==> config.mk <==
export PLATFORM = sky130hd
export DESIGN_NAME = mhus_top
export DESIGN_NICKNAME = d
export VERILOG_FILES = /design/src/logic/mhus_pkg.sv /design/src/logic/mhus_top.sv
export SDC_FILE = /design/constraint.sdc
export NUM_CORES = 1
export LEC_CHECK = 0
export BUFFER_PORTS_ARGS = -buffer_cell sky130_fd_sc_hd__buf_4
export CORE_MARGIN = 5
export CORE_UTILIZATION = 55
export CTS_CLUSTER_DIAMETER = 150
export DETAILED_ROUTE_END_ITERATION = 8
export PLACE_DENSITY = 0.74
export SKIP_LAST_GASP = 1
export SYNTH_ARGS = -nofsm -noshare
export SYNTH_HDL_FRONTEND = slang
export SYNTH_SLANG_ARGS = --single-unit
export TNS_END_PERCENT = 5
==> constraint.sdc <==
create_clock -name clk_i -period 4.3 [get_ports clk_i]
set_input_delay 0.43 -clock clk_i [delete_from_list [all_inputs] [get_ports clk_i]]
set_output_delay 0.43 -clock clk_i [all_outputs]
set_load 0.005 [all_outputs]
==> src/logic/mhus_pkg.sv <==
// Constants, carrier types and reset values of the host serial block.
// Assumes a single 50 MHz clock and a host that keeps to 8n1 framing.
package mhus_pkg;

  // ----------------------------------------
  // Clock and timing
  // ----------------------------------------
  localparam int CLK_HZ = 50_000_000;
  localparam int BAUD_LOW = 9600;
  localparam int BAUD_MID = 57600;
  localparam int BAUD_HIGH = 115200;
  localparam int DIV_LOW = CLK_HZ / BAUD_LOW;
  localparam int DIV_MID = CLK_HZ / BAUD_MID;
  localparam int DIV_HIGH = CLK_HZ / BAUD_HIGH;
  localparam int READY_MS = 1125;
  localparam int READY_CYC = READY_MS * (CLK_HZ / 1000);
  localparam int RESET_HOLD_MS = 1;

  // ----------------------------------------
  // Framing
  // ----------------------------------------
  localparam logic [3:0] FRAME_BITS = 4'hA;
  localparam logic [3:0] STOP_BIT = 4'h9;
  localparam logic [12:0] CNT_ONE = 13'h0001;

  // ----------------------------------------
  // Baud codes, commands and ready notice length
  // ----------------------------------------
  localparam logic [1:0] BAUD_SEL_LOW = 2'h0;
  localparam logic [1:0] BAUD_SEL_MID = 2'h1;
  localparam logic [1:0] BAUD_SEL_HIGH = 2'h2;
  localparam logic [7:0] CMD_BAUD_LOW = 8'hB0;
  localparam logic [7:0] CMD_BAUD_MID = 8'hB1;
  localparam logic [7:0] CMD_BAUD_HIGH = 8'hB2;
  localparam logic [7:0] CMD_SLEEP = 8'h5A;
  localparam logic [2:0] NOTE_LAST = 3'h6;

  // ----------------------------------------
  // Registers
  // ----------------------------------------
  localparam logic [7:0] REG_CTRL = 8'h00;
  localparam logic [7:0] REG_STATUS = 8'h04;
  localparam int ST_SLEEP = 2;
  localparam int ST_BOOT = 3;
  localparam int ST_READY = 4;
  localparam int ST_FERR = 5;

  // ----------------------------------------
  // Pin synchroniser lanes
  // ----------------------------------------
  localparam int SYN_ARX = 0;
  localparam int SYN_BRX = 1;
  localparam int SYN_BOOT = 2;
  localparam int SYN_WAKE = 3;
  localparam logic [3:0] SYNC_RST = 4'hB;

  typedef struct packed {
    logic busy;
    logic [12:0] cnt;
    logic [3:0] bitn;
    logic [7:0] sh;
    logic done;
    logic ferr;
  } mhus_rx_type;

  typedef struct packed {
    logic busy;
    logic [12:0] cnt;
    logic [3:0] bitn;
    logic [9:0] sh;
  } mhus_tx_type;

  typedef struct packed {
    logic [3:0] s1;
    logic [3:0] s2;
    mhus_rx_type arx;
    mhus_rx_type brx;
    mhus_tx_type atx;
    mhus_tx_type btx;
    logic [1:0] baud;
    logic sleep;
    logic boot;
    logic [25:0] rcnt;
    logic rdone;
    logic nbusy;
    logic [2:0] nidx;
    logic [1:0] ferr;
    logic [7:0] ardata;
    logic avalid;
    logic [7:0] fdata;
    logic fvalid;
    logic [7:0] rdata;
  } mhus_state_type;

  localparam mhus_tx_type TX_RST = '{sh: 10'h3FF, default: '0};
  localparam mhus_state_type ST_RST_VAL = '{s1: SYNC_RST, s2: SYNC_RST, atx: TX_RST,
                                            btx: TX_RST, default: '0};

endpackage

==> src/logic/mhus_top.sv <==
// Host-facing serial side: application port, bootloader port, start-up notice.
// Assumes the host reset pin drives arst_n_i; the serial inputs, boot select and wake are asynchronous.
//
// Added by the designer: the address-and-strobe port and the register offsets.
`timescale 1ns/100ps
module mhus_top #(
  parameter logic [25:0] READY_CYCLES = 26'(mhus_pkg::READY_CYC),
  parameter logic [12:0] DIV_APP_LOW = 13'(mhus_pkg::DIV_LOW)
) (
  input wire logic clk_i,
  input wire logic arst_n_i,
  input wire logic app_serial_rx_i,
  output logic app_serial_tx_o,
  input wire logic boot_serial_rx_i,
  output logic boot_serial_tx_o,
  input wire logic boot_select_i,
  input wire logic wake_n_i,
  input wire logic [7:0] reg_addr_i,
  input wire logic [7:0] reg_wdata_i,
  input wire logic reg_wr_i,
  input wire logic reg_rd_i,
  output logic [7:0] reg_rdata_o,
  input wire logic [7:0] app_tx_data_i,
  input wire logic app_tx_valid_i,
  output logic app_tx_ready_o,
  output logic [7:0] app_rx_data_o,
  output logic app_rx_valid_o,
  input wire logic [7:0] boot_tx_data_i,
  input wire logic boot_tx_valid_i,
  output logic boot_tx_ready_o,
  output logic [7:0] fw_data_o,
  output logic fw_valid_o,
  output logic sleep_o,
  output logic boot_mode_o,
  output logic ready_sent_o
);

  mhus_pkg::mhus_state_type st_q;
  mhus_pkg::mhus_state_type st_d;

  // ----------------------------------------
  // Helpers
  // ----------------------------------------
  function automatic logic [12:0] div_of(input logic [1:0] sel);
    logic [12:0] d;
    d = DIV_APP_LOW;
    if (sel == mhus_pkg::BAUD_SEL_MID) begin
      d = 13'(mhus_pkg::DIV_MID);
    end else if (sel == mhus_pkg::BAUD_SEL_HIGH) begin
      d = 13'(mhus_pkg::DIV_HIGH);
    end
    return d;
  endfunction

  function automatic logic [7:0] note_byte(input logic [2:0] idx);
    logic [7:0] b;
    b = 8'h0A;
    case (idx)
      3'h0: b = 8'h52;
      3'h1: b = 8'h45;
      3'h2: b = 8'h41;
      3'h3: b = 8'h44;
      3'h4: b = 8'h59;
      3'h5: b = 8'h0D;
      default: b = 8'h0A;
    endcase
    return b;
  endfunction

  function automatic mhus_pkg::mhus_rx_type rx_step(input mhus_pkg::mhus_rx_type rx,
                                                    input logic line,
                                                    input logic [12:0] div);
    mhus_pkg::mhus_rx_type r;
    r = rx;
    r.done = 1'b0;
    r.ferr = 1'b0;
    if (!r.busy) begin
      if (!line) begin
        r.busy = 1'b1;
        r.cnt = div >> 1;
        r.bitn = '0;
      end
    end else if (r.cnt != '0) begin
      r.cnt = r.cnt - mhus_pkg::CNT_ONE;
    end else begin
      r.cnt = div - mhus_pkg::CNT_ONE;
      if (r.bitn == '0) begin
        // False start: glitch shorter than half a bit
        r.busy = !line;
      end else if (r.bitn == mhus_pkg::STOP_BIT) begin
        r.busy = 1'b0;
        r.done = line;
        r.ferr = !line;
      end else begin
        r.sh = {line, r.sh[7:1]};
      end
      r.bitn = r.bitn + 4'h1;
    end
    return r;
  endfunction

  function automatic mhus_pkg::mhus_tx_type tx_step(input mhus_pkg::mhus_tx_type tx,
                                                    input logic start,
                                                    input logic [7:0] data,
                                                    input logic [12:0] div);
    mhus_pkg::mhus_tx_type t;
    t = tx;
    if (!t.busy) begin
      if (start) begin
        t.busy = 1'b1;
        t.cnt = div - mhus_pkg::CNT_ONE;
        t.bitn = '0;
        t.sh = {1'b1, data, 1'b0};
      end
    end else if (t.cnt != '0) begin
      t.cnt = t.cnt - mhus_pkg::CNT_ONE;
    end else begin
      t.cnt = div - mhus_pkg::CNT_ONE;
      t.sh = {1'b1, t.sh[9:1]};
      if (t.bitn == mhus_pkg::FRAME_BITS - 4'h1) begin
        t.busy = 1'b0;
      end
      t.bitn = t.bitn + 4'h1;
    end
    return t;
  endfunction

  // ----------------------------------------
  // Next state
  // ----------------------------------------
  logic [12:0] app_div;
  logic [12:0] boot_div;
  logic app_start;
  logic [7:0] app_byte;
  logic note_start;

  assign app_div = div_of(st_q.baud);
  assign boot_div = 13'(mhus_pkg::DIV_HIGH);
  assign note_start = st_q.nbusy && !st_q.atx.busy;
  assign app_tx_ready_o = st_q.rdone && !st_q.nbusy && !st_q.atx.busy;
  assign boot_tx_ready_o = st_q.boot && !st_q.btx.busy;
  assign app_start = note_start || (app_tx_valid_i && app_tx_ready_o);
  assign app_byte = note_start ? note_byte(st_q.nidx) : app_tx_data_i;

  always_comb begin
    st_d = st_q;
    st_d.s1 = {wake_n_i, boot_select_i, boot_serial_rx_i, app_serial_rx_i};
    st_d.s2 = st_q.s1;
    st_d.arx = rx_step(st_q.arx, st_q.s2[mhus_pkg::SYN_ARX], app_div);
    st_d.brx = rx_step(st_q.brx, st_q.s2[mhus_pkg::SYN_BRX], boot_div);
    st_d.atx = tx_step(st_q.atx, app_start, app_byte, app_div);
    st_d.btx = tx_step(st_q.btx, boot_tx_valid_i && boot_tx_ready_o, boot_tx_data_i,
                       boot_div);
    st_d.boot = st_q.s2[mhus_pkg::SYN_BOOT];
    st_d.avalid = 1'b0;
    st_d.fvalid = 1'b0;
    st_d.rdata = '0;
    // Commands are consumed here and never forwarded
    if (st_q.arx.done) begin
      if (st_q.arx.sh == mhus_pkg::CMD_BAUD_LOW) begin
        st_d.baud = mhus_pkg::BAUD_SEL_LOW;
      end else if (st_q.arx.sh == mhus_pkg::CMD_BAUD_MID) begin
        st_d.baud = mhus_pkg::BAUD_SEL_MID;
      end else if (st_q.arx.sh == mhus_pkg::CMD_BAUD_HIGH) begin
        st_d.baud = mhus_pkg::BAUD_SEL_HIGH;
      end else if (st_q.arx.sh == mhus_pkg::CMD_SLEEP) begin
        st_d.sleep = 1'b1;
      end else begin
        st_d.ardata = st_q.arx.sh;
        st_d.avalid = 1'b1;
      end
    end
    // wake wins over a sleep command
    if (!st_q.s2[mhus_pkg::SYN_WAKE]) begin
      st_d.sleep = 1'b0;
    end
    if (st_q.brx.done && st_q.boot) begin
      st_d.fdata = st_q.brx.sh;
      st_d.fvalid = 1'b1;
    end
    if (!st_q.rdone && !st_q.nbusy) begin
      if (st_q.rcnt == READY_CYCLES - 26'h000_0001) begin
        st_d.nbusy = 1'b1;
      end else begin
        st_d.rcnt = st_q.rcnt + 26'h000_0001;
      end
    end
    if (note_start) begin
      st_d.nidx = st_q.nidx + 3'h1;
      if (st_q.nidx == mhus_pkg::NOTE_LAST) begin
        st_d.nbusy = 1'b0;
        st_d.rdone = 1'b1;
      end
    end
    // Register port; a rate change takes effect mid-frame, so change when idle
    if (reg_wr_i && reg_addr_i == mhus_pkg::REG_CTRL &&
        reg_wdata_i[1:0] != 2'h3) begin
      st_d.baud = reg_wdata_i[1:0];
    end
    if (reg_wr_i && reg_addr_i == mhus_pkg::REG_STATUS) begin
      st_d.ferr = st_q.ferr & ~reg_wdata_i[mhus_pkg::ST_FERR +: 2];
    end
    st_d.ferr = st_d.ferr | {st_q.brx.ferr, st_q.arx.ferr};
    if (reg_rd_i && reg_addr_i == mhus_pkg::REG_CTRL) begin
      st_d.rdata = {6'h00, st_q.baud};
    end else if (reg_rd_i && reg_addr_i == mhus_pkg::REG_STATUS) begin
      st_d.rdata = {1'b0, st_q.ferr, st_q.rdone, st_q.boot, st_q.sleep, st_q.baud};
    end
  end

  always_ff @(posedge clk_i or negedge arst_n_i) begin
    if (!arst_n_i) begin
      st_q <= mhus_pkg::ST_RST_VAL;
    end else begin
      st_q <= st_d;
    end
  end

  assign app_serial_tx_o = st_q.atx.sh[0];
  assign boot_serial_tx_o = st_q.btx.sh[0];
  assign reg_rdata_o = st_q.rdata;
  assign app_rx_data_o = st_q.ardata;
  assign app_rx_valid_o = st_q.avalid;
  assign fw_data_o = st_q.fdata;
  assign fw_valid_o = st_q.fvalid;
  assign sleep_o = st_q.sleep;
  assign boot_mode_o = st_q.boot;
  assign ready_sent_o = st_q.rdone;
endmodule

* Word-level counts from Yosys, hierarchy flattened *
Cells that the tools add are included.

word-level totals
  register bits after elaboration = 183
  output and inout bits = 33
  word-level logic and storage cells = 194

operators by class
  $add $sub $neg = 11
  equal/unequal tests = 30
  mux-type cells = 61
  bitwise logic cells = 14
  reduce and logical (&&, ||, !) cells = 43

operators by type and width
  kind                                                                    number
  28-bit 2-to-1 mux                                                       4
  13-bit 2-to-1 mux                                                       6
  18-bit 2-to-1 mux                                                       4
  13-bit by 1-bit subtractor with 13-bit output (second input constant)   5
  14-bit 2-to-1 mux                                                       4
  13-bit nonzero test                                                     4
  7-bit one-hot mux with 6 select lines                                   1
  26-bit by 1-bit adder with 26-bit output (second input constant)        1
  26-bit equality test (second input constant)                            1
  8-bit equality test (second input constant)                             3
  1-bit 2-to-1 mux                                                        24
  8-bit 2-to-1 mux                                                        3
  2-bit != test (second input constant)                                   11
  10-bit 2-to-1 mux                                                       2
  2-bit 2-to-1 mux                                                        9
  4-bit by 1-bit adder with 4-bit output (second input constant)          4
  4-bit equality test (second input constant)                             4
  7-bit 2-to-1 mux                                                        2
  2-bit AND reduction                                                     7
  1-bit logical AND                                                       13
  1-bit NOT                                                               11
  5-bit AND reduction                                                     2
  3-bit equality test (second input constant)                             3
  8-bit by 3-bit equality test with 1-bit output (second input constant)  1
  other kinds (20)                                                        30

* Longest topological paths before layout *
Gate-level depths: netlist of the first run.

  depth in word-level cells = 7
  mapped depth = 9
  depth with buffers taken out = 7

* Worst setup path before layout of the first run *
No wires, ideal clock.

  path kind = register -> register
  start point = reg st_q[77] (netlist bit)
  end point = reg st_q[64] (netlist bit)
  setup time = 82 ps
  data arrival time = 2,038 ps
  setup slack = 2,180 ps
  stages on the path, launching flop included = 9
  path buffers = 1
  period minus slack after synthesis = 2,120 ps
  path through = dfrtp_1 -> inv_1 -> ha_1 -> nor3b_1 -> nand4_1 -> or2_2 -> clkbuf_1 -> and2_0 -> a22oi_1

on the way
  cells in the longest elaborated chain, start to end = 3

RTL lines
  item                                  line             source
  from (decl)                           mhus_top.sv:38   mhus_pkg::mhus_state_type st_q;
  from (signal assigned)                mhus_top.sv:213  st_q <= mhus_pkg::ST_RST_VAL;
  from (signal assigned)                mhus_top.sv:215  st_q <= st_d;
  13-bit nonzero test                   mhus_top.sv:115  end else if (t.cnt != '0) begin
  2-bit != test (no source line)        -
  2-bit AND reduction (no source line)  -

Every way passes these cells.
A chain may end at the register's enable or synchronous reset.

* Final worst setup path of the first run *
Same ends and word-level chain as after synthesis.

==> results of run 1 <==
## how the worst max path moves through the flow
stage,from,endpoint,slack (ps)
final,st_q[77],st_q[64],1760
after global placement,st_q[77],st_q[64],1880
after CTS,st_q[77],st_q[64],1770
after floorplan,st_q[77],st_q[64],2180
after global routing,st_q[77],st_q[64],1470
after detailed placement,st_q[77],st_q[64],1790
## cell type report
cell class                      instances  area [sq um]  area share [%]
Sequential cell                       182          4590            44.7
Multi-Input combinational cell        610          4020            39.2
Timing Repair Buffer                   76           574            5.60
Clock buffer                           23           468            4.56
Tap cell                              220           275            2.68
Clock inverter                          9           174            1.70
Inverter                               41           154            1.50
## placed cells by master, fill, tap and decap left out, types with 16 or more instances in the layout
| cell type | instances |
|---|---|
| a21oi_1 | 33 |
| buf_4 | 75 |
| clkbuf_16 | 17 |
| dfrtp_1 | 156 |
| dfstp_2 | 26 |
| ha_1 | 27 |
| inv_1 | 41 |
| mux2_2 | 35 |
| nand2_1 | 84 |
| nand3_1 | 46 |
| nand4_1 | 16 |
| nor2_1 | 62 |
| nor3_1 | 21 |
| o21ai_0 | 47 |
| xnor2_1 | 24 |
| xor2_1 | 19 |
## metal layers
metal	up-vias	track usage (%)	part of all wire, %
met1	3261	27.5	46
met4	0	5.62	1.1
li1	3236	-	-
met3	18	4.80	5.0
met2	157	31.3	48
met5	-	0	0
## cells by family after synthesis
| family | after synthesis | synth area share (%) |
|---|---|---|
| other | 1 | 0.0414 |
| and+or+nand+nor | 334 | 19.7 |
| adders and majority gates | 27 | 3.73 |
| AOI/OAI and AO/OA | 164 | 11.7 |
| xor gates and xnor gates | 44 | 4.33 |
| buffers and inverters | 92 | 5.00 |
| DFF | 182 | 50.6 |
| muxes | 40 | 4.90 |
## sequential cells by signal (all words and copies together) (netlist names)
signal            count
st_q                147
app_rx_data_o         8
fw_data_o             8
reg_rdata_o           7
st_d                  5
app_rx_valid_o        1
app_serial_tx_o       1
boot_mode_o           1
boot_serial_tx_o      1
fw_valid_o            1
ready_sent_o          1
sleep_o               1
## power groups by stage
stage	clock network [uW]	logic (uW)	registers [uW]
after floorplan	0	142	1830
after global placement	0	224	1850
after detailed placement	0	228	1850
after CTS	1730	229	1820
after global routing	1810	258	1830
final	1700	226	1820
## metrics by stage
stage	utilization [%]	hold WS, ps	power [uW]	cell area [sq um]
3_3_place_gp	58.8	331	2070	9610
6_report	62.7	39.8	3750	10300
4_1_cts	62.7	90.2	3780	10300
3_5_place_dp	58.8	337	2080	9610
5_1_grt	62.7	91.5	3890	10300
2_1_floorplan	-	134	1970	9060
## critical path: stages (launching register included)
cell     delay [ps]
dfrtp_1         420
inv_1            70
ha_1            180
nor3b_1         490
nand4_1         270
or2_2           480
and2_0          310
a22oi_1         240
==> results.sh, run 1 <==
export IMPL_antenna_cells=0
export IMPL_ir_drop_mv=0.281
export IMPL_clock_root_buffer="clkbuf_16"
export IMPL_vias=6672
export IMPL_start_util_pct=55.4
export IMPL_r2r_start="st_q[77]"
export IMPL_sequentialPowerShare_pct=48.5
export IMPL_slew_limit_headroom_pct=34.8
export IMPL_setup_slack_ps=1760
export IMPL_maxCapViolCount=0
export IMPL_min_period_ps=2540
export IMPL_finalHoldViolCount=0
export IMPL_grt_pass1_vias=6679
export IMPL_synthCells=884
export IMPL_synth_area_leader_cell="dfrtp_1"
export IMPL_yosys_top_cells_count="dfrtp_1 (156), nand2_1 (84), nor2_1 (62), o21ai_0 (47), nand3_1 (46)"
export IMPL_synthesis_area_sq_um=9060
export IMPL_pwr_share_clk_pct=45.5
export IMPL_worst_slew_pin_slew_ps=975
export IMPL_routed_wl_mm=18.2
export IMPL_required_ps=4640
export IMPL_path_clk_slew_ps=70
export IMPL_place_ws_ps=1790
export IMPL_drc_errors=0
export IMPL_min_path_type="input pin to asynchronous set/reset pin"
export IMPL_swShare_pct=21.7
export IMPL_dr_pass1_iters=5
export IMPL_viasPerCell=5.75
export IMPL_critPathKind="flip-flop to flip-flop"
export IMPL_finalCritPeriodShare_pct=59.0
export IMPL_cts_tree="yes"
export IMPL_die_h_microns=138
export IMPL_crit_path_start_kind="flip-flop"
export IMPL_synth_top_area_share_pct=43.1
export IMPL_nNetsFinal=997
export IMPL_fp_dieW_microns=138
export IMPL_hpwl_mm=12.3
export IMPL_synth_seq_cells=182
export IMPL_synthArstFlopShare_pct=100
export IMPL_pwr_share_comb_pct=6.0
export IMPL_layout_drive_gt1_share_pct=20.1
export IMPL_max_freq_mhz=394
export IMPL_p_int_uw=2930
export IMPL_worstReg2RegEnd="st_q[64]"
export IMPL_grt_pass1_wl_mm=32.1
export IMPL_finalSetupViolations=0
export IMPL_first_iter_violations=474
export IMPL_syn_num_nets=953
export IMPL_yosysMostFrequentCell="dfrtp_1"
export IMPL_clk_latency_ps=430
export IMPL_outcome="completed"
export IMPL_rr_worst_depth=7
export IMPL_syn_avg_cell_area_sq_um=10.3
export IMPL_cts_resized=0
export IMPL_num_rows=47
export IMPL_io_buffers=69
export IMPL_grt_usage_pct=19.8
export IMPL_clock_path_buffers=2
export IMPL_final_cells=1161
export IMPL_dp_cells=1129
export IMPL_grt_max_degree=85
export IMPL_ys_seq_area_share_pct=50.6
export IMPL_r2r_slack_ps=1760
export IMPL_p_leak_uw=0.00475
export IMPL_die_area_sq_um=19100
export IMPL_p_sw_uw=815
export IMPL_htreeDepth=4
export IMPL_yosys_most_used_dff="dfrtp_1"
export IMPL_fill_cells=1396
export IMPL_ant_nets=0
export IMPL_route_detailed_wl_per_inst_microns=15.7
export IMPL_power_density_nw_per_um2=366
export IMPL_synth_area_top_cells="dfrtp_1 (43%), dfstp_2 (7.5%), mux2_2 (4.3%)"
export IMPL_area_delta_synth_final_pct=13.2
export IMPL_crit_arrival_ps=2880
export IMPL_post_cts_buffers=0
export IMPL_crit_path_end_kind="flip-flop"
export IMPL_synth_distinct_cells=74
export IMPL_tns_ps=0
export IMPL_yosys_warnings=0
export IMPL_slew_violations=0
export IMPL_synth_edf_count=0
export IMPL_clkSinkCount=182
export IMPL_finalWeightedCongestion=0.836
export IMPL_io_pins=75
export IMPL_overflow=0
export IMPL_holdBufCountCts=0
export IMPL_clock_skew_final_ps=9.31
export IMPL_core_sq_um=16300
export IMPL_antenna_found_initial=0
export IMPL_critPathMaxFanout=16
export IMPL_cts_buffers=17
export IMPL_rsz0062_at_grt="false"
(Power assumes the default switching activity.)
==> inputs of run 2 (changes only) <==
Settings changed: CORE_UTILIZATION 55 to 54, PLACE_DENSITY 0.74 to 0.76.
Clock period 4.3 ns to 2.1 ns, I/O delays scaled along.
==> run 2 against run 1 <==
  * The run now ends with setup timing left
  * Sequential share of layout area fell by 2.8 points
  * Die area rose by 1.7%
  * Utilization grew 3.5 points
  * Routed wire length is 11% higher
  * Critical path depth increased by 1
  * Fmax grew 18%
  * Largest cell class unchanged
  * Design area increased by 6.7%
  * Count of clock-buffer cells in the layout shrank 2
  * Non-clock buffer count increased by 81
  * Combinational power grew to 3.0 times the previous value
  * Register-to-register slack got worse by 1800 ps
  * Cell count rose by 6.9%
  * Critical path type unchanged
==> results.sh, run 2 (same netlist as run 1, synthesis figures left out) <==
export IMPL_outcome="finished, violations left"
export IMPL_violations="setup timing"
export IMPL_grt_busiest_layer="met2"
export IMPL_top_register="st_q"
export IMPL_io_pins=75
export IMPL_clock_skew_final_ps=8.88
export IMPL_use_met3_pct=4.29
export IMPL_route_detailed_wl_per_inst_microns=16.2
export IMPL_global_route_usage_met1_pct=28.7
export IMPL_fill_cells=1272
export IMPL_fin_util_pct=66.2
export IMPL_grt_max_degree=55
export IMPL_use_met2_pct=34.4
export IMPL_max_freq_mhz=466
export IMPL_clk_latency_ps=420
export IMPL_core_sq_um=16500
export IMPL_min_path_type="input pin to flip-flop"
export IMPL_maxCapViolCount=0
export IMPL_finalHoldViolCount=0
export IMPL_rsz0062_at_grt="true"
export IMPL_placement_cell_area_sq_um=10200
export IMPL_r2r_slack_ps=-40
export IMPL_worst_slew_pin_slew_ps=780
export IMPL_htreeDepth=4
export IMPL_min_delay_path_depth=3
export IMPL_start_util_pct=54.8
export IMPL_critPathMaxFanout=7
export IMPL_vias=7158
export IMPL_area_delta_synth_final_pct=20.8
export IMPL_grt_pass1_wl_mm=34.4
export IMPL_antenna_cells=0
export IMPL_hpwl_mm=13.8
export IMPL_crit_path_end_kind="flip-flop"
export IMPL_num_rows=47
export IMPL_p_leak_uw=0.00514
export IMPL_crit_path_start_kind="flip-flop"
export IMPL_finalCritPeriodShare_pct=102
export IMPL_layout_common_cells="dfrtp_1 (156), buf_4 (147), nand2_1 (82)"
export IMPL_hold_path_startpoint="app_tx_data_i[1]"
export IMPL_critPathKind="flip-flop to flip-flop"
export IMPL_grt_pass1_vias=7239
export IMPL_fp_dieW_microns=140
export IMPL_r2r_start="st_q[161]"
export IMPL_overflow=0
export IMPL_finalSetupViolations=13
export IMPL_drc_errors=0
export IMPL_viasPerCell=5.77
export IMPL_power_density_nw_per_um2=692
export IMPL_clock_root_buffer="clkbuf_16"
export IMPL_nNetsFinal=1078
export IMPL_dr_pass1_iters=5
export IMPL_slew_violations=0
export IMPL_antenna_found_initial=0
export IMPL_min_period_ps=2140
export IMPL_io_buffers=69
export IMPL_ir_drop_mv=0.753
export IMPL_required_ps=2410
export IMPL_clkSinkCount=182
export IMPL_layout_commonest_cell="dfrtp_1"
export IMPL_min_to="st_q[93]"
export IMPL_clock_path_buffers=2
export IMPL_setup_slack_ps=-44.2
export IMPL_grt_usage_pct=21.2
export IMPL_worstReg2RegEnd="st_q[163]"
export IMPL_fin_area_sq_um=10900
export IMPL_finalWeightedCongestion=0.865
export IMPL_crit_arrival_ps=2460
export IMPL_largest_register_ffs=147
export IMPL_first_iter_violations=505
export IMPL_die_area_sq_um=19500
export IMPL_ant_nets=0
export IMPL_slew_limit_headroom_pct=47.9
export IMPL_path_clk_slew_ps=70
export IMPL_rr_worst_depth=8
export IMPL_layout_drive_gt1_share_pct=27.2
export IMPL_cts_tree="yes"
export IMPL_die_h_microns=140
export IMPL_cts_buffers=17
export IMPL_routed_wl_mm=20.1
-- run 2: worst max path at each step --
stage | from | to | slack, ps | cells after the start
detailed placement | st_q[161] | st_q[172] | -80 | 8
global placement | st_q[161] | st_q[149] | -60 | 7
global route | st_q[77] | st_q[68] | -120 | 7
finish | st_q[161] | st_q[163] | -40 | 8
floorplan | st_q[161] | st_q[149] | -10 | 6
CTS | st_q[161] | st_q[149] | -50 | 7
-- run 2: power breakdown --
part	leakage [uW]	internal (uW)	switching, uW
registers	0.00226	3610	94.6
clock network	0.000287	1850	1350
logic	0.00259	342	328
-- run 2: timing repair --
| item | CTS | global route |
|---|---|---|
| resized for setup | 16 | 9 |
| hold buffers | 5 | 0 |
| pin swaps | 1 | 0 |
| setup buffers | 6 | 1 |
| cloned | 0 | 0 |
| endpoints found under the setup margin | 16 | 86 |
| hold endpoints to repair | 43 | 0 |
-- run 2: critical path, cell delays in order, from the launching register on --
cell	delay, ps
dfrtp_1	400
inv_2	90
ha_4	120
or4b_4	460
buf_4	150
and4b_2	320
buf_4	170
a21oi_1	70
o221a_2	260
-- run 2: layer usage --
metal | part of all wire, % | up-vias | wire [microns]
met2 | 49 | 179 | 9810
li1 | - | 3379 | -
met1 | 44 | 3566 | 8960
met3 | 4.8 | 34 | 957
met5 | 0 | - | 0
met4 | 2.1 | 0 | 417
-- run 2: per-stage QoR --
stage                     std cells  hold slack [ps]  power, uW  TNS [ps]  setup WS, ps
after detailed placement       1198              206       4370      -833         -84.2
final                          1241             15.9       7580      -391         -44.2
after global placement         1198              200       4360      -546         -57.7
after global routing           1241             27.0       7870     -4300          -124
after floorplan                 884            -85.6       4040     -93.8         -11.6
after CTS                      1240             7.12       7600      -687         -54.2
-- run 2: layout make-up --
class                   count  area (sq um)  share of cell area (%)
clock inverters            10           123                    1.12
flip-flops and latches    182          4590                    41.9
well taps                 220           275                    2.51
repair buffers            157          1230                    11.2
inverters                  41           154                    1.41
multi-input cells         610          4110                    37.5
clock buffers              21           470                    4.30
